File: config.mk
export PLATFORM = sky130hd
export DESIGN_NAME = csp_framer
export DESIGN_NICKNAME = d
export VERILOG_FILES = /design/src/design/placeholder_never.sv /design/src/inc/csp_pkg.sv /design/src/design/csp_framer.sv
export SDC_FILE = /design/constraint.sdc
export NUM_CORES = 1
export LEC_CHECK = 0
export ABC_AREA = 1
export BUFFER_PORTS_ARGS = -buffer_cell sky130_fd_sc_hd__buf_2
export CORE_MARGIN = 2
export CORE_UTILIZATION = 53
export CTS_BUF_LIST = sky130_fd_sc_hd__clkbuf_8
export CTS_CLUSTER_SIZE = 20
export DETAILED_ROUTE_END_ITERATION = 12
export PLACE_DENSITY = 0.77
export SYNTH_ARGS = -nofsm -noshare
export SYNTH_HDL_FRONTEND = slang
export SYNTH_SLANG_ARGS = --single-unit
File: constraint.sdc
create_clock -name clk -period 7.2 [get_ports clk]
set_input_delay 0.72 -clock clk [delete_from_list [all_inputs] [get_ports clk]]
set_output_delay 0.72 -clock clk [all_outputs]
set_load 0.05 [all_outputs]
File: src/design/placeholder_never.sv
// Holds no logic: the framing block and its fifo live in csp_framer.sv

File: src/inc/csp_pkg.sv
// Constants and types for the codec serial port framing block
package csp_pkg;

   // Word and byte geometry
   localparam int          CSP_WORD_W     = 16;
   localparam int          CSP_BYTE_W     = 8;
   localparam int          CSP_FIFO_DEPTH = 8;

   // Shift clock is the master clock divided by four
   localparam int          CSP_SCLK_DIV   = 4;
   localparam int          CSP_PH_W       = $clog2(CSP_SCLK_DIV);
   localparam logic [1:0]  CSP_PH_LAST    = 2'h3;
   localparam logic [1:0]  CSP_SCLK_HI    = 2'h2;

   // Bit counter
   localparam int          CSP_BIT_W      = 5;
   localparam logic [4:0]  CSP_WORD_LAST  = 5'h0f;
   localparam logic [4:0]  CSP_BYTE_LAST  = 5'h07;

   // Conversion strobe period in shift clock periods
   localparam int          CSP_FRAME_DIV  = 64;
   localparam int          CSP_CONV_W     = 8;

   // Frame sync low time of a word frame, in master clocks
   localparam int          CSP_LOWCNT_W   = 7;
   localparam logic [6:0]  CSP_WORD_LOW_CYC = 7'h40;

   typedef enum logic [2:0] {
      CSP_IDLE,
      CSP_PREP,
      CSP_XFER,
      CSP_GAP,
      CSP_END
   } csp_state_t;

   // Pins toward the host serial port
   typedef struct packed {
      logic shift_clk;
      logic tx_frame_sync_n;
      logic rx_frame_sync_n;
      logic tx_word_end_strobe_n;
      logic rx_word_end_strobe_n;
      logic serial_out_to_host;
   } csp_pins_t;

   localparam csp_pins_t CSP_PINS_RST = 6'h3e;

   // Word received from the host
   typedef struct packed {
      logic                  valid;
      logic                  secondary;
      logic [CSP_WORD_W-1:0] data;
   } csp_host_word_t;

endpackage

File: src/design/csp_framer.sv
// Serial port framing of a converter device: shift clock, frame syncs, end strobes
`timescale 1ns/100ps
// Behaviour
// Word mode: one low pulse on transmit end strobe after 16 inbound bits.
// Byte mode: transmit end strobe low from first byte end until second byte done.
// Receive frame sync low during outbound bits; host captures from its fall.
// Outbound MSB sits on the serial output before receive frame sync falls.
// No receive frame sync during secondary transfers.
// Transmit frame sync low for whole inbound transfer; host shifts from its fall.
// Shift clock and conversion strobes are synchronous submultiples of master clock.
// Shift clock is master clock divided by four.
// Inbound bits move in step with the device shift clock.
// Word mode: one low pulse on receive end strobe; none after secondary.
// MSB first, one bit per shift period, sampled on the opposite edge.

module csp_fifo
#(
   parameter int W     = 16,
   parameter int DEPTH = 8
)
(
   input  wire logic         clk,
   input  wire logic         nrst,
   input  wire logic         in_valid,
   output logic              in_ready,
   input  wire logic [W-1:0] in_data,
   output logic              out_valid,
   input  wire logic         out_ready,
   output logic [W-1:0]      out_data
);
   localparam int AW = (DEPTH > 1) ? $clog2(DEPTH) : 1;
   localparam logic [AW-1:0] LAST_IDX = AW'(DEPTH - 1);
   localparam logic [AW:0]   FULL_CNT = (AW + 1)'(DEPTH);

   typedef struct packed {
      logic [DEPTH-1:0][W-1:0] mem;
      logic [AW-1:0]           wp;
      logic [AW-1:0]           rp;
      logic [AW:0]             cnt;
   } csp_fifo_st_t;

   csp_fifo_st_t r_reg;
   csp_fifo_st_t r_next;
   logic         push;
   logic         pop;

   assign in_ready  = (r_reg.cnt != FULL_CNT);
   assign out_valid = (r_reg.cnt != '0);
   assign out_data  = r_reg.mem[r_reg.rp];
   assign push      = in_valid && in_ready;
   assign pop       = out_valid && out_ready;

   always_comb
   begin
      r_next = r_reg;
      if (push)
      begin
         r_next.mem[r_reg.wp] = in_data;
         r_next.wp = (r_reg.wp == LAST_IDX) ? '0 : r_reg.wp + 1'b1;
      end
      if (pop)
      begin
         r_next.rp = (r_reg.rp == LAST_IDX) ? '0 : r_reg.rp + 1'b1;
      end
      if (push && !pop)
      begin
         r_next.cnt = r_reg.cnt + 1'b1;
      end
      else if (pop && !push)
      begin
         r_next.cnt = r_reg.cnt - 1'b1;
      end
   end

   always_ff @(posedge clk or negedge nrst)
   begin
      if (!nrst)
      begin
         r_reg <= '0;
      end
      else
      begin
         r_reg <= r_next;
      end
   end

   chk_fifo_count: assert property (@(posedge clk) disable iff (!nrst)
      r_reg.cnt <= FULL_CNT)
      else $error("fifo count above depth");
endmodule

module csp_framer
   import csp_pkg::*;
#(
   parameter int FRAME_DIV = csp_pkg::CSP_FRAME_DIV,
   parameter int DEPTH     = csp_pkg::CSP_FIFO_DEPTH
)
(
   input  wire logic                           clk,
   input  wire logic                           nrst,
   input  wire logic                           byte_mode,
   input  wire logic [csp_pkg::CSP_WORD_W-1:0] adc_word,
   input  wire logic                           adc_valid,
   output logic                                adc_ready,
   input  wire logic                           sec_req,
   output logic                                sec_ack,
   input  wire logic                           serial_in_from_host,
   output csp_pkg::csp_pins_t                  pins,
   output csp_pkg::csp_host_word_t             host_word
);
   import csp_pkg::*;

   localparam logic [CSP_CONV_W-1:0] CONV_LAST = CSP_CONV_W'(FRAME_DIV - 1);

   typedef struct packed {
      logic [CSP_PH_W-1:0]     phase;
      logic [CSP_CONV_W-1:0]   conv_cnt;
      csp_state_t              state;
      logic [CSP_BIT_W-1:0]    bit_cnt;
      logic                    byte_frame;
      logic                    second_byte;
      logic                    secondary;
      logic                    sec_pend;
      logic                    sec_ack;
      logic                    din_s1;
      logic                    din_s2;
      logic [CSP_WORD_W-1:0]   out_sr;
      logic [CSP_WORD_W-1:0]   in_sr;
      logic [CSP_LOWCNT_W-1:0] fs_low_cnt;
      csp_pins_t               pins;
      csp_host_word_t          word;
   } csp_top_st_t;

   csp_top_st_t           r_reg;
   csp_top_st_t           r_next;
   logic                  adv;
   logic                  conv_tick;
   logic                  pop;
   logic                  fifo_valid;
   logic [CSP_WORD_W-1:0] fifo_data;
   logic [CSP_BIT_W-1:0]  last_bit;

   // Outbound converter words wait here until a conversion strobe
   csp_fifo #(
      .W     (CSP_WORD_W),
      .DEPTH (DEPTH)
   ) csp_fifo_inst (
      .clk       (clk),
      .nrst      (nrst),
      .in_valid  (adc_valid),
      .in_ready  (adc_ready),
      .in_data   (adc_word),
      .out_valid (fifo_valid),
      .out_ready (pop),
      .out_data  (fifo_data)
   );

   // One step per shift period, taken on the last master clock of it
   assign adv       = (r_reg.phase == CSP_PH_LAST);
   assign conv_tick = adv && (r_reg.conv_cnt == CONV_LAST);
   assign last_bit  = r_reg.byte_frame ? CSP_BYTE_LAST : CSP_WORD_LAST;

   assign pins      = r_reg.pins;
   assign host_word = r_reg.word;
   assign sec_ack   = r_reg.sec_ack;

   always_comb
   begin
      r_next = r_reg;
      pop = 1'b0;
      r_next.word.valid = 1'b0;
      r_next.sec_ack = 1'b0;
      r_next.din_s1 = serial_in_from_host;
      r_next.din_s2 = r_reg.din_s1;
      r_next.phase = r_reg.phase + 1'b1;
      r_next.pins.shift_clk = (r_next.phase < CSP_SCLK_HI);
      r_next.fs_low_cnt = r_reg.pins.tx_frame_sync_n ? '0 : r_reg.fs_low_cnt + 1'b1;
      if (adv)
      begin
         r_next.conv_cnt = conv_tick ? '0 : r_reg.conv_cnt + 1'b1;
         case (r_reg.state)
            CSP_IDLE:
            begin
               if (conv_tick && fifo_valid)
               begin
                  // MSB goes out one shift period ahead of the sync
                  pop = 1'b1;
                  r_next.out_sr = fifo_data;
                  r_next.pins.serial_out_to_host = fifo_data[CSP_WORD_W-1];
                  r_next.secondary = 1'b0;
                  r_next.byte_frame = byte_mode;
                  r_next.state = CSP_PREP;
               end
               else if (r_reg.sec_pend)
               begin
                  r_next.out_sr = '0;
                  r_next.pins.serial_out_to_host = 1'b0;
                  r_next.secondary = 1'b1;
                  r_next.sec_pend = 1'b0;
                  r_next.sec_ack = 1'b1;
                  r_next.byte_frame = byte_mode;
                  r_next.state = CSP_PREP;
               end
            end
            CSP_PREP:
            begin
               r_next.pins.tx_frame_sync_n = 1'b0;
               r_next.pins.rx_frame_sync_n = r_reg.secondary;
               r_next.bit_cnt = '0;
               r_next.second_byte = 1'b0;
               r_next.state = CSP_XFER;
            end
            CSP_XFER:
            begin
               // Sample inbound bit while shift clock is low
               r_next.in_sr = {r_reg.in_sr[CSP_WORD_W-2:0], r_reg.din_s2};
               r_next.out_sr = r_reg.out_sr << 1;
               r_next.pins.serial_out_to_host = r_reg.out_sr[CSP_WORD_W-2];
               r_next.bit_cnt = r_reg.bit_cnt + 1'b1;
               if (r_reg.bit_cnt == last_bit)
               begin
                  r_next.pins.tx_frame_sync_n = 1'b1;
                  r_next.pins.rx_frame_sync_n = 1'b1;
                  if (r_reg.byte_frame && !r_reg.second_byte)
                  begin
                     r_next.pins.tx_word_end_strobe_n = 1'b0;
                     r_next.pins.rx_word_end_strobe_n = r_reg.secondary;
                     r_next.second_byte = 1'b1;
                     r_next.state = CSP_GAP;
                  end
                  else
                  begin
                     r_next.word.valid = 1'b1;
                     r_next.word.secondary = r_reg.secondary;
                     r_next.word.data = {r_reg.in_sr[CSP_WORD_W-2:0], r_reg.din_s2};
                     if (r_reg.byte_frame)
                     begin
                        r_next.pins.tx_word_end_strobe_n = 1'b1;
                        r_next.pins.rx_word_end_strobe_n = 1'b1;
                        r_next.state = CSP_IDLE;
                     end
                     else
                     begin
                        r_next.pins.tx_word_end_strobe_n = 1'b0;
                        r_next.pins.rx_word_end_strobe_n = r_reg.secondary;
                        r_next.state = CSP_END;
                     end
                  end
               end
            end
            CSP_GAP:
            begin
               r_next.pins.tx_frame_sync_n = 1'b0;
               r_next.pins.rx_frame_sync_n = r_reg.secondary;
               r_next.bit_cnt = '0;
               r_next.state = CSP_XFER;
            end
            CSP_END:
            begin
               r_next.pins.tx_word_end_strobe_n = 1'b1;
               r_next.pins.rx_word_end_strobe_n = 1'b1;
               r_next.state = CSP_IDLE;
            end
            default:
            begin
               r_next.state = CSP_IDLE;
            end
         endcase
      end
      // A request in the cycle it is taken stays pending
      if (sec_req)
      begin
         r_next.sec_pend = 1'b1;
      end
   end

   always_ff @(posedge clk or negedge nrst)
   begin
      if (!nrst)
      begin
         r_reg <= '0;
         r_reg.pins <= CSP_PINS_RST;
      end
      else
      begin
         r_reg <= r_next;
      end
   end

   chk_sclk_div_four: assert property (@(posedge clk) disable iff (!nrst)
      $rose(pins.shift_clk) |-> pins.shift_clk [*2] ##1 !pins.shift_clk [*2] ##1 pins.shift_clk)
      else $error("shift clock is not master clock divided by four");

   chk_sync_on_rise: assert property (@(posedge clk) disable iff (!nrst)
      $fell(pins.tx_frame_sync_n) |-> $rose(pins.shift_clk))
      else $error("frame sync not aligned to shift clock");

   chk_word_frame_len: assert property (@(posedge clk) disable iff (!nrst)
      $rose(pins.tx_frame_sync_n) && !r_reg.byte_frame |-> r_reg.fs_low_cnt == CSP_WORD_LOW_CYC)
      else $error("word frame sync not low for sixteen bits");

   chk_rx_tx_sync: assert property (@(posedge clk) disable iff (!nrst)
      !r_reg.secondary |-> pins.rx_frame_sync_n == pins.tx_frame_sync_n)
      else $error("receive sync differs from transmit sync in primary frame");

   chk_no_sec_rx_sync: assert property (@(posedge clk) disable iff (!nrst)
      r_reg.secondary |-> pins.rx_frame_sync_n)
      else $error("receive sync asserted in secondary transfer");

   chk_msb_before_sync: assert property (@(posedge clk) disable iff (!nrst)
      $fell(pins.rx_frame_sync_n) |-> $past(pins.serial_out_to_host, 4) == pins.serial_out_to_host)
      else $error("first bit not stable before receive sync fell");

   chk_tx_word_end_strobe_n_word_pulse: assert property (@(posedge clk) disable iff (!nrst)
      $fell(pins.tx_word_end_strobe_n) && !r_reg.byte_frame
      |-> !pins.tx_word_end_strobe_n [*4] ##1 pins.tx_word_end_strobe_n)
      else $error("word mode transmit end strobe not one shift period");

   chk_tx_word_end_strobe_n_byte_hold: assert property (@(posedge clk) disable iff (!nrst)
      $fell(pins.tx_word_end_strobe_n) && r_reg.byte_frame
      |-> ((!pins.tx_word_end_strobe_n) throughout (##35 1'b1)) ##1 pins.tx_word_end_strobe_n)
      else $error("byte mode transmit end strobe not held over second byte");

   chk_rx_word_end_strobe_n_word_pulse: assert property (@(posedge clk) disable iff (!nrst)
      $fell(pins.rx_word_end_strobe_n) && !r_reg.byte_frame
      |-> $fell(pins.tx_word_end_strobe_n) ##1 !pins.rx_word_end_strobe_n [*3] ##1 pins.rx_word_end_strobe_n)
      else $error("word mode receive end strobe malformed");

   chk_no_sec_rx_word_end_strobe_n: assert property (@(posedge clk) disable iff (!nrst)
      r_reg.secondary |-> pins.rx_word_end_strobe_n)
      else $error("receive end strobe after secondary transfer");

   chk_data_on_rise: assert property (@(posedge clk) disable iff (!nrst)
      $changed(pins.serial_out_to_host) |-> $rose(pins.shift_clk))
      else $error("serial output changed away from shift clock rise");
endmodule

# Word level (Yosys, flattened, before mapping)
# Index checks and enable logic that the tools add are counted.
[totals]
output_inout_bits = 26
regBits = 217
[op_classes]
add_sub_neg = 7
n_eq_ne = 14
n_bitwise = 1
n_mux = 47
reduce_logical = 32
magnitude_cmp = 4
[op_table]
columns = ["op", "count"]
rows = [
  ["$bwmux 128", 1],
  ["$mux 18", 4],
  ["$bmux 16 s3", 1],
  ["$demux 16 s3", 1],
  ["$mux 16", 2],
  ["$mux 15", 2],
  ["$pmux 15 s2", 1],
  ["$mux 3", 8],
  ["$reduce_and 3->1", 6],
  ["$mux 4", 4],
  ["$reduce_bool 2->1", 8],
  ["$mux 1", 11],
  ["$mux 2", 5],
  ["$pmux 5 s2", 1],
  ["$eq 3x3->1 const B", 3],
  ["$pmux 3 s3", 1],
  ["$add 8x1->8 const B", 1],
  ["$eq 8x6->1 const B", 1],
  ["$logic_and 1x1->1", 8],
  ["$lt 3x4->1 const B", 2],
  ["$mux 8", 1],
  ["$pmux 2 s2", 2],
  ["$reduce_and 4->1", 2],
  ["$add 3x1->3 const B", 2],
  ["other kinds (20)", 27],
]

# Depth between registers and ports, before layout
# Gate-level depths: netlist of the first run.
[depth]
ltp_word = 10
depth_mapped = 16
ltp_nobuf = 15

# Hierarchy
# From an unflattened synthesis of the first run, not the netlist that was laid out.
[hier_totals]
cells_unflattened = 1548
hier_area_um2 = 11703.7
[by_module_without_submodules]
columns = ["mod", "seq_area_each_um2", "n_inst", "cells_per_inst", "area_each_um2"]
rows = [
  ["csp_fifo", 3453.3, 1, 1092, 7741.2],
  ["csp_framer", 1983.2, 1, 456, 3962.6],
]

# Least setup slack after synthesis of the first run
# Ideal clock, no wire load.
[synth_timing]
path_type = "register -> register"
from = "register r_reg[86] in the netlist's numbering"
to = "register csp_fifo_inst.r_reg[3] in the netlist's numbering"
path_stages_with_launch = 17
slack_ns = 4.666
t_arrival_ns = 2.413
setup_time_ns = 0.121
path_buffers = 1
cell_sequence = "dfrtp_1 ha_1 buf_6 inv_6 nor3_4 nand3_4 nor2_1 inv_1 ha_1 inv_1 ha_1 a21oi_1 nand2_1 a21oi_1 o21ai_0 nand2_1 nand2_1"
[synth_between]
elab_chain_len = 10
[synth_lines]
columns = ["element", "line", "rtl"]
rows = [
  ["start: declaration", "csp_framer.sv:134", "csp_top_st_t r_reg;"],
  ["start signal: assignment", "csp_framer.sv:286", "r_reg <= r_next;"],
  ["$eq 2x2->1 (*)", "csp_framer.sv:159", "assign adv = (r_reg.phase == CSP_PH_LAST);"],
  ["$logic_and 1x1->1", "csp_framer.sv:160", "assign conv_tick = adv && (r_reg.conv_cnt == CONV_LAST);"],
  ["$logic_and 1x1->1", "csp_framer.sv:184", "if (conv_tick && fifo_valid)"],
  ["$mux 1", "csp_framer.sv:184", ""],
  ["$mux 1", "csp_framer.sv:181", "case (r_reg.state)"],
  ["$mux 1 (*)", "csp_framer.sv:178", "if (adv)"],
  ["$logic_and 1x1->1 (*)", "csp_framer.sv:51", "assign pop = out_valid && out_ready;"],
  ["$logic_not 1->1", "csp_framer.sv:65", "if (push && !pop)"],
  ["$logic_and 1x1->1", "csp_framer.sv:65", ""],
  ["$mux 4 or $reduce_bool 2->1 (tied branches)", "-", ""],
  ["end signal: assignment", "csp_framer.sv:83", "r_reg <= r_next;"],
  ["end: declaration", "csp_framer.sv:42", "csp_fifo_st_t r_reg;"],
]
# Mark *: on every way between the ends. The rest lies on a longest branch, timed or not.
# A chain may end at the register's enable or synchronous reset.

# Worst setup path in the final report of the first run
[layout_timing]
from = "register csp_fifo_inst.r_reg[4] in the netlist's numbering"
to = "register pins[0] (netlist name)"
[layout_between]
elab_chain_len = 4
[layout_lines]
columns = ["element", "line", "rtl"]
rows = [
  ["$bmux 16 s3", "csp_framer.sv:49", "assign out_data = r_reg.mem[r_reg.rp];"],
  ["$mux 16 (not written as such)", "csp_framer.sv:49", ""],
  ["$mux 1", "csp_framer.sv:184", ""],
  ["$pmux 1 s2", "csp_framer.sv:181", ""],
]
# Every way passes these cells. The select of a mux whose other input is x is not followed.

==> results of run 1 <==
[layer usage]
metal	GRT usage (%)	vias to the layer above
met3	3.553	33
li1	-	4137
met2	35.40	196
met4	7.010	0
met1	30.77	3832
met5	0	-
[power by group through the flow]
stage | registers, mW | clock network [mW] | logic (mW)
after floorplan | 1.83 | 0 | 0.959
after global placement | 1.87 | 0 | 1.11
after detailed placement | 1.89 | 0 | 1.15
after CTS | 1.87 | 1.08 | 1.16
after global routing | 1.92 | 1.13 | 1.34
final | 1.88 | 1.05 | 1.14
[cell type report]
cell class	instances	area, um^2	share of cell area, %
clock buffers	45	619.3	5.425
repair buffers	57	319.1	2.795
flip-flops and latches	217	5438	47.63
well taps	265	331.6	2.904
multi-input cells	845	3894	34.11
clock inverters	17	75.07	0.6576
inverters	195	739.5	6.477
[worst paths after layout]
path,from,endpoint,depth (start not counted)
setup / recovery,csp_fifo_inst.r_reg[4],pins[0],12
hold / removal,nrst,r_reg[86],1
setup reg to reg,csp_fifo_inst.r_reg[4],pins[0],12
hold reg to reg,r_next[63],r_reg[63],0
max in group asynchronous,nrst,csp_fifo_inst.r_reg[4],2
min in group clk,serial_in_from_host,r_next[63],1
[cell usage in the layout (no fill, tap or decap), types with 2 or more instances in the layout]
master	n
nand3_1	81
nand4_2	4
inv_1	201
inv_2	2
ha_1	10
a21oi_1	13
clkbuf_8	46
nor3_1	3
nand2_2	3
nor2_1	22
clkinv_2	3
o21ai_0	156
buf_4	10
buf_2	46
o21ai_2	16
nand3_2	2
dfrtp_1	211
nor3_4	2
dfstp_2	5
clkinvlp_4	2
nor2_2	3
o211ai_1	2
nand2_1	501
clkinv_1	2
xnor2_1	4
o21ai_1	8
nor2_4	2
[kinds of logic after synthesis]
logic type,Yosys count
and+or+nand+nor,629
buffers and inverters,279
DFF,217
AOI/OAI and AO/OA,199
adders and majority gates,11
xor gates and xnor gates,5
muxes,1
[metrics by stage]
| step | setup slack [ns] | area (um^2) | hold WS [ns] | utilization, % |
|---|---|---|---|---|
| floorplan | 4.666 | 10570 | 0.3312 | - |
| global placement | 4.287 | 10720 | 0.3360 | 54.91 |
| detailed placement | 4.203 | 10720 | 0.3464 | 54.91 |
| CTS | 4.198 | 11420 | 0.1796 | 58.46 |
| global route | 3.766 | 11420 | 0.2084 | 58.46 |
| finish | 4.214 | 11420 | 0.1664 | 58.46 |
[worst max-delay path, stage by stage (launching register included)]
cell      delay (ns)
dfrtp_2         0.35
buf_4           0.59
clkinv_1        0.76
buf_4           0.53
nand2_1         0.12
nand3_1         0.07
nand2_1         0.08
nand2_1         0.04
nand2_1         0.10
nand2_1         0.07
nand2_1         0.08
nand2_1         0.05
nand2_1         0.05
[synthesized netlist by cell type (2+ instances only)]
master,instances
nor2_1,22
inv_1,190
dfstp_2,5
nor2_4,2
clkbuf_1,15
buf_6,4
xnor2_1,4
nor3_1,3
o21ai_1,8
buf_4,27
o211ai_1,2
nand2_2,3
nand3_1,81
o21ai_2,16
a21oi_1,13
o21ai_0,156
nand2_1,501
nor2_2,3
ha_1,10
nand4_2,4
inv_2,2
nand3_2,2
nor3_4,2
dfrtp_1,212
buf_2,36
==> out/results.txt, run 1 <==
Switching Share = 36.04%
Slew margin rel. = 35.25%
Avg WL per Cell = 13.71 um
Root buffer cell = clkbuf_8
Syn_area_per_cell = 7.883 um^2
LEAKAGE = 6.151 nW
Comb power frac = 28.1%
Top_reg_cell synth = dfrtp_1
Period Utilization, post-route = 41.47%
Area leader, netlist = dfrtp_1
Power share of the sequential group = 46.1%
Starting density of the core = 54.14%
Sequential share of the synthesized area = 51.43%
Largest family of logic cells by synthesized area = simple AND/OR/NAND/NOR gates
Initial antenna violation count = 0
Power Total = 4.067 mW
Critical Path AT = 3.46 ns
P_sw = 1.466 mW
Top sig layer = met4
DRT Wirelength = 22500 um
Placed cells = 1579
Metal-1 WL = 10510 um
Clock Power Share = 25.8%
CP Max Fanout = 67
First-pass GRT wire length = 38360 um
IR drop worst, VDD = 0.1884 mV
Flops & latches, synth = 217
Syn Inst Count = 1341
RSZ-0062 raised after global routing = no
EDFF count, synth = 0
Post-route ant nets = 0
Largest net degree at the start of global routing = 80
Setup_tns = 0 ns
Outcome = completed
Max FFs per register = 138
Clk_skew = 0.01440 ns
XOR/XNOR share of the synthesized area = 0.4143%
Nets = 1386
WS Path Type = flop to flop
Fin crit period = 2.986 ns
GRT Overall Usage = 22.00%
Syn-to-layout area delta = 7.989%
Drt via density = 4.996
DRC Markers = 0
GP Congestion = 0.8488
DRT Pass-1 Iters = 5
Maximum clock insertion buffer count = 3
Remaining Overflow, GRT = 0
Adder-Cell Fraction of Synth Area = 1.373%
Die W = 145.2 um
Core area = 19530 um^2
Worst min path class = input pin to asynchronous set/reset pin
Synth Area in Compound Gates = 10.20%
H-tree levels = 2
Maxcap violations = 0
Met3 WL = 1206 um
Number of inserted diodes = 0
Fmax = 334.9 MHz
Top cell type's share of synthesized area = 50.18%
Area contributors post-synth = dfrtp_1 50%, nand2_1 18%, o21ai_0 7.4%
Fraction of registers with async set/reset = 100.0%
Hold_buf cts = 0
Fin. max-slew vios = 0
CTS Buf Count = 37
Post-CTS setup buffer count = 0
R2R Setup Slk = 4.21 ns
Die footprint = 21090 um^2
Vias in the first global route = 7721
Synth cell types = 43
Resized Gates After CTS = 0
Via count = 8198
Non-Filler Instances = 1641
Met2 routed WL = 10400 um
CTS tree = done
Simple-gate share of the synthesized area = 24.74%
Die height = 145.2 um
Endpoints failing hold = 0
Crit start category = flop
IO Count = 48
Synthesized Nets = 1374
Worst-skew pair later-pin latency = 0.54 ns
Final HPWL DP = 13330 um
Clk sinks = 217
Pwr dens = 356.3 nW/um^2
Worst endpoint required time = 7.67 ns
Mapped cell area = 10570 um^2
Multiplexer share of the synthesized area = 0.1065%
CP endpoint kind = flop
CTS clk-pin slew, worst paths = 0.06 ns
# fillers = 1799
Buffers on Ports = 47
Final setup vio count = 0
Share of post-route cells with drive strength above 1 = 11.26%
Worst Tran Pin Value = 0.9690 ns
Internal power = 2.601 mW
Warnings from Yosys = 0
FP Rows = 51
Initial DRC Count = 506
Power figures use the tool's default switching activity.
==> run 2: changes to the inputs <==
Settings changed: PLACE_DENSITY 0.77 to 0.8.
Clock period 7.2 ns to 2.5 ns, I/O delays scaled along.
==> out/results.txt, run 2 (synthesized netlist as in run 1, its figures left out) <==
Post-route ant nets = 0 (unchanged)
Pwr dens = 1019 nW/um^2 (+190%)
Critical Path AT = 2.77 ns (-0.69 ns)
Clk sinks = 217 (unchanged)
Starting density of the core = 54.14% (unchanged)
IO Count = 48 (unchanged)
Worst min path class = input pin to flop
RR Endpoint = csp_fifo_inst.r_reg[3]
Worst endpoint required time = 2.89 ns (-4.78 ns)
WS Path Type = flop to flop
Hold path depth = 3
Fin crit period = 2.382 ns (-0.6041 ns)
Nets = 1406 (+1.4%)
Root buffer cell = clkbuf_8
Period Utilization, post-route = 95.26% (+54 points)
Die W = 145.2 um (unchanged)
Worst Tran Pin Value = 0.9561 ns (-0.01293 ns)
Clk_skew = 0.02676 ns (+0.01237 ns)
Hold Path End = csp_fifo_inst.r_reg[61]
CTS clk-pin slew, worst paths = 0.06 ns (about the same)
Reg2reg start = r_reg[79]
DRC Markers = 0 (unchanged)
CP max stage delay = 0.36 ns (-0.40 ns)
Buffers on Ports = 47 (unchanged)
Endpoints failing hold = 0 (unchanged)
Die height = 145.2 um (unchanged)
Power share of the sequential group = 45.0% (-1.1 points)
Crit start category = flop
Avg WL per Cell = 13.70 um (about the same)
Power Total = 11.93 mW (+190%)
Setup_tns = 0 ns (unchanged)
FP Rows = 51 (unchanged)
Fin. max-slew vios = 0 (unchanged)
GRT Overall Usage = 22.14% (+0.13 points)
Largest net degree at the start of global routing = 72 (-10%)
Final setup vio count = 0 (unchanged)
Share of post-route cells with drive strength above 1 = 12.85% (+1.6 points)
Max FFs per register = 138 (unchanged)
CTS Buf Count = 37 (unchanged)
Final HPWL DP = 13630 um (+2.2%)
IR drop worst, VDD = 0.6142 mV (+230%)
CTS tree = done
Multi-input logic area = 3940 um^2 (+1.2%)
CP cell instances = ha_2 -> nand3_4 -> nor2_4 -> nand3_4 -> nor2_2 -> inv_1 -> ha_1 -> inv_2 -> buf_4 -> ha_1 -> nand3_1 -> nand2_1 -> a21oi_2 -> o21ai_0 -> nand2_1 -> nand2_1
Outcome = completed
Die footprint = 21090 um^2 (unchanged)
First-pass GRT wire length = 38830 um (+1.2%)
Remaining Overflow, GRT = 0 (unchanged)
Clock Power Share = 26.4% (+0.6 points)
CP Max Fanout = 5 (-93%)
Maxcap violations = 0 (unchanged)
Commonest non-fill, non-tap cells in the layout = 501 x nand2_1, 211 x dfrtp_1, 203 x inv_1
Critical Path Slowest Stage Cell = dfrtp_1
Syn-to-layout area delta = 10.82%
GP Congestion = 0.7973 (-6.1%)
P_sw = 4.265 mW (+190%)
Switching Share = 35.74% (-0.30 points)
Core area = 19530 um^2 (unchanged)
CP top delay family = simple AND/OR/NAND/NOR gates
Worst r2r path cells = 16 (+4)
Comb power frac = 28.5% (+0.4 points)
Number of inserted diodes = 0 (unchanged)
LEAKAGE = 6.301 nW (+2.4%)
Drt via density = 5.018 (+0.45%)
CP bufs+invs = 3 (unchanged)
Vias in the first global route = 7964 (+3.1%)
Initial DRC Count = 612 (+21%)
R2R Setup Slk = 0.12 ns (-4.10 ns)
Internal power = 7.668 mW (+190%)
CP endpoint kind = flop
DRT Wirelength = 22820 um (+1.4%)
Sequential Area = 5438 um^2 (unchanged)
Slew margin rel. = 36.11% (+0.86 points)
DRT Pass-1 Iters = 5 (unchanged)
HP Start = adc_word[3]
Most Frequent Cell on Critical Path = nand2_1
Initial antenna violation count = 0 (unchanged)
Fmax = 419.9 MHz (+25%)
H-tree levels = 2 (unchanged)
Most common cell after layout, fill and taps aside = nand2_1
Via count = 8360 (+2.0%)
Final Util = 60.00% (+1.5 points)
Worst-skew pair later-pin latency = 0.53 ns (about the same)
Maximum clock insertion buffer count = 3 (unchanged)
# fillers = 1740 (-3.3%)
run 2: changes by cell type in the layout (fill, tap and decap cells not counted), moves of 3 or more:
cell,previous run,this run
buf_4,10,23
buf_12,0,3
clkbuf_8,46,50
ha_1,10,7
dlygate4sd3_1,0,4
run 2: final cells by class:
type	instances	area share [%]
Clock inverter	18	0.6408
Multi-Input combinational cell	845	33.63
Sequential cell	217	46.42
Tap cell	265	2.830
Clock buffer	49	5.757
Inverter	195	6.312
Timing Repair Buffer	77	4.411
run 2: layer usage:
| metal | GRT usage [%] | part of all wire (%) |
|---|---|---|
| met4 | 6.422 | 1.9 |
| met1 | 30.38 | 46 |
| met3 | 3.899 | 5.6 |
| met5 | 0 | 0 |
| met2 | 36.33 | 46 |
run 2: worst register-to-register path: cells and delay by family (launching register included):
family                     cells  cell delay (ns)
adders and majority gates      3             0.64
buffers and inverters          3             0.30
and+or+nand+nor                8             0.73
AOI/OAI and AO/OA              2             0.26
DFF                            1             0.36
run 2: worst max-delay path by stage:
stage	from	end	slack [ns]	depth (start not counted)
after floorplan	r_reg[86]	csp_fifo_inst.r_reg[3]	0.05	16
after global placement	r_reg[86]	csp_fifo_inst.r_reg[3]	0.13	15
after detailed placement	r_reg[79]	csp_fifo_inst.r_reg[3]	0.02	15
after CTS	r_reg[79]	csp_fifo_inst.r_reg[3]	0.002	15
after global routing	r_reg[79]	csp_fifo_inst.r_reg[3]	-0.04	16
final	r_reg[79]	csp_fifo_inst.r_reg[3]	0.12	16
run 2: what timing repair did:
| action | 4_1_cts | 5_1_grt |
|---|---|---|
| endpoints found under the setup margin | 0 | 1 |
| hold endpoints to repair | 65 | 0 |
| hold buffers | 4 | 0 |
| gates resized for setup | 0 | 9 |
| buffers inserted | 0 | 2 |
run 2: power groups by stage:
stage,combinational (mW),clock (mW),sequential [mW]
final,3.41,3.15,5.37
after global routing,3.98,3.41,5.53
after CTS,3.40,3.24,5.36
after detailed placement,3.37,0,5.41
after global placement,3.24,0,5.36
after floorplan,2.76,0,5.27
run 2: per-stage QoR:
step | area [um^2] | worst slack (ns) | hold WS [ns] | cells
3_5_place_dp | 10870 | 0.01779 | 0.3154 | 1593
2_1_floorplan | 10570 | 0.04737 | -0.04559 | 1341
4_1_cts | 11660 | 0.001665 | 0.04200 | 1664
6_report | 11720 | 0.1185 | 0.07447 | 1666
3_3_place_gp | 10870 | 0.1320 | 0.3082 | 1593
5_1_grt | 11720 | -0.04079 | 0.1024 | 1666
==> run 3: changes to the inputs <==
Settings changed: PLACE_DENSITY 0.8 to 0.76.
==> out/results.txt, run 3 (synthesized netlist as in run 1, its figures left out) <==
Outcome = completed
Placed cells = 1593 (unchanged)
Die footprint = 21090 um^2 (unchanged)
DRC Markers = 0 (unchanged)
Remaining Overflow, GRT = 0 (unchanged)
Worst min path class = input pin to flop
Avg WL per Cell = 13.39 um (-2.3%)
Final Util = 59.78% (-0.21 points)
Max FFs per register = 138 (unchanged)
Most common cell after layout, fill and taps aside = nand2_1
CP max stage delay = 0.40 ns (+0.04 ns)
Worst hold margin = 0.08581 ns (+0.01133 ns)
Worst endpoint required time = 2.89 ns (about the same)
First-pass GRT wire length = 37670 um (-3.0%)
GRT Overall Usage = 21.47% (-0.67 points)
Maximum clock insertion buffer count = 3 (unchanged)
Largest net degree at the start of global routing = 87 (+21%)
Number of inserted diodes = 0 (unchanged)
Setup_tns = 0 ns (unchanged)
WS Path Type = flop to flop
Period Utilization, post-route = 93.79% (-1.5 points)
CP Max Fanout = 5 (unchanged)
Critical Path Slowest Stage Cell = dfrtp_1
Drt via density = 4.966 (-1.0%)
Post-route ant nets = 0 (unchanged)
Via count = 8253 (-1.3%)
CP endpoint kind = flop
CTS clk-pin slew, worst paths = 0.06 ns (about the same)
Die height = 145.2 um (unchanged)
Initial antenna violation count = 0 (unchanged)
CTS tree = done
Vias in the first global route = 7663 (-3.8%)
Worst Tran Pin Value = 0.9263 ns (-0.02976 ns)
FP Rows = 51 (unchanged)
Pwr dens = 1009 nW/um^2 (-0.97%)
Fin crit period = 2.345 ns (-0.03688 ns)
Fin. max-slew vios = 0 (unchanged)
Clk sinks = 217 (unchanged)
IR drop worst, VDD = 0.5418 mV (-12%)
Fmax = 426.5 MHz (+1.6%)
Die W = 145.2 um (unchanged)
Worst-skew pair later-pin latency = 0.52 ns (about the same)
H-tree levels = 2 (unchanged)
Nets = 1406 (unchanged)
Critical Path AT = 2.74 ns (-0.03 ns)
Clk_skew = 0.01982 ns (-0.006947 ns)
LEAKAGE = 6.276 nW (-0.40%)
Power Total = 11.78 mW (-1.3%)
Final HPWL DP = 13540 um (-0.65%)
Final setup vio count = 0 (unchanged)
CP bufs+invs = 3 (unchanged)
GP Congestion = 0.8466 (+6.2%)
Endpoints failing hold = 0 (unchanged)
Most Frequent Cell on Critical Path = nand2_1
CP top delay family = simple AND/OR/NAND/NOR gates
Initial DRC Count = 575 (-6.0%)
DRT Wirelength = 22250 um (-2.5%)
Syn-to-layout area delta = 10.43%
Starting density of the core = 54.14% (unchanged)
Buffers on Ports = 47 (unchanged)
Root buffer cell = clkbuf_8
Share of post-route cells with drive strength above 1 = 12.53% (-0.32 points)
Maxcap violations = 0 (unchanged)
IO Count = 48 (unchanged)
Slew margin rel. = 38.10% (+2.0 points)
CP cell instances = ha_4 -> inv_6 -> nor3_4 -> nand3_4 -> nor2_4 -> inv_1 -> ha_1 -> inv_2 -> ha_4 -> a21oi_1 -> nand2_1 -> a21oi_2 -> o21ai_0 -> nand2_1 -> nand2_1
CTS Buf Count = 38 (+2.7%)
Crit start category = flop
DRT Pass-1 Iters = 5 (unchanged)
Commonest non-fill, non-tap cells in the layout = 501 x nand2_1, 211 x dfrtp_1, 203 x inv_1
Core area = 19530 um^2 (unchanged)
Non-Filler Instances = 1662 (-0.24%)
## run 3: cell count changes in the layout (fill, tap and decap cells not counted), sizes merged
cell,change
clkinvlp,+1
clkinv,-1
inv,-1
clkbuf,-2
buf,-1
## run 3: what timing repair did
action                                  CTS  global route
gates resized for setup                   0             8
hold buffers                              4             0
setup buffers                             0             1
endpoints found under the setup margin    0             1
hold endpoints to repair                 84             0
## run 3: worst min-delay path, delay by kind of cell
family	cells	cell delay (ns)
AOI/OAI and AO/OA	1	0.14
buffers and inverters	2	0.16
## run 3: stage by stage
step / cell area (um^2) / setup WS (ns)
final: 11670 / 0.1554
after global routing: 11670 / -0.01358
after CTS: 11620 / 0.04950
after detailed placement: 10870 / 0.04855
after global placement: 10870 / 0.1381
after floorplan: 10570 / 0.04737
## run 3: worst paths after layout
check,start,endpoint,slack (ns),depth (start not counted)
max,r_reg[86],csp_fifo_inst.r_reg[3],0.16,15
min,adc_word[3],csp_fifo_inst.r_reg[61],0.09,3
max reg2reg,r_reg[86],csp_fifo_inst.r_reg[3],0.16,15
min reg2reg,r_next[63],r_reg[63],0.35,0
max in group asynchronous,nrst,csp_fifo_inst.r_reg[75],1.38,3
min in group asynchronous,nrst,r_reg[80],0.35,2
## run 3: where the power goes
part | switching, mW | total, mW | internal [mW]
sequential | 0.649 | 5.37 | 4.72
clock | 1.36 | 3.04 | 1.68
combinational | 2.18 | 3.37 | 1.19
## run 3: per-layer routing
metal / wire length (um) / part of all wire (%) / vias up / GRT usage (%)
li1: - / - / 4194 / -
met5: 0 / 0 / - / 0
met4: 376 / 1.7 / 0 / 5.490
met3: 1269 / 5.7 / 38 / 3.270
met2: 10280 / 46 / 219 / 34.53
met1: 10330 / 46 / 3802 / 30.71
## run 3: final cells by class
class / count / area, um^2
fillers: 1784 / 7853
multi-input cells: 845 / 3940
clock buffers: 47 / 646.9
flip-flops and latches: 217 / 5438
repair buffers: 76 / 509.2
well taps: 265 / 331.6
clock inverters: 17 / 68.82
inverters: 195 / 739.5
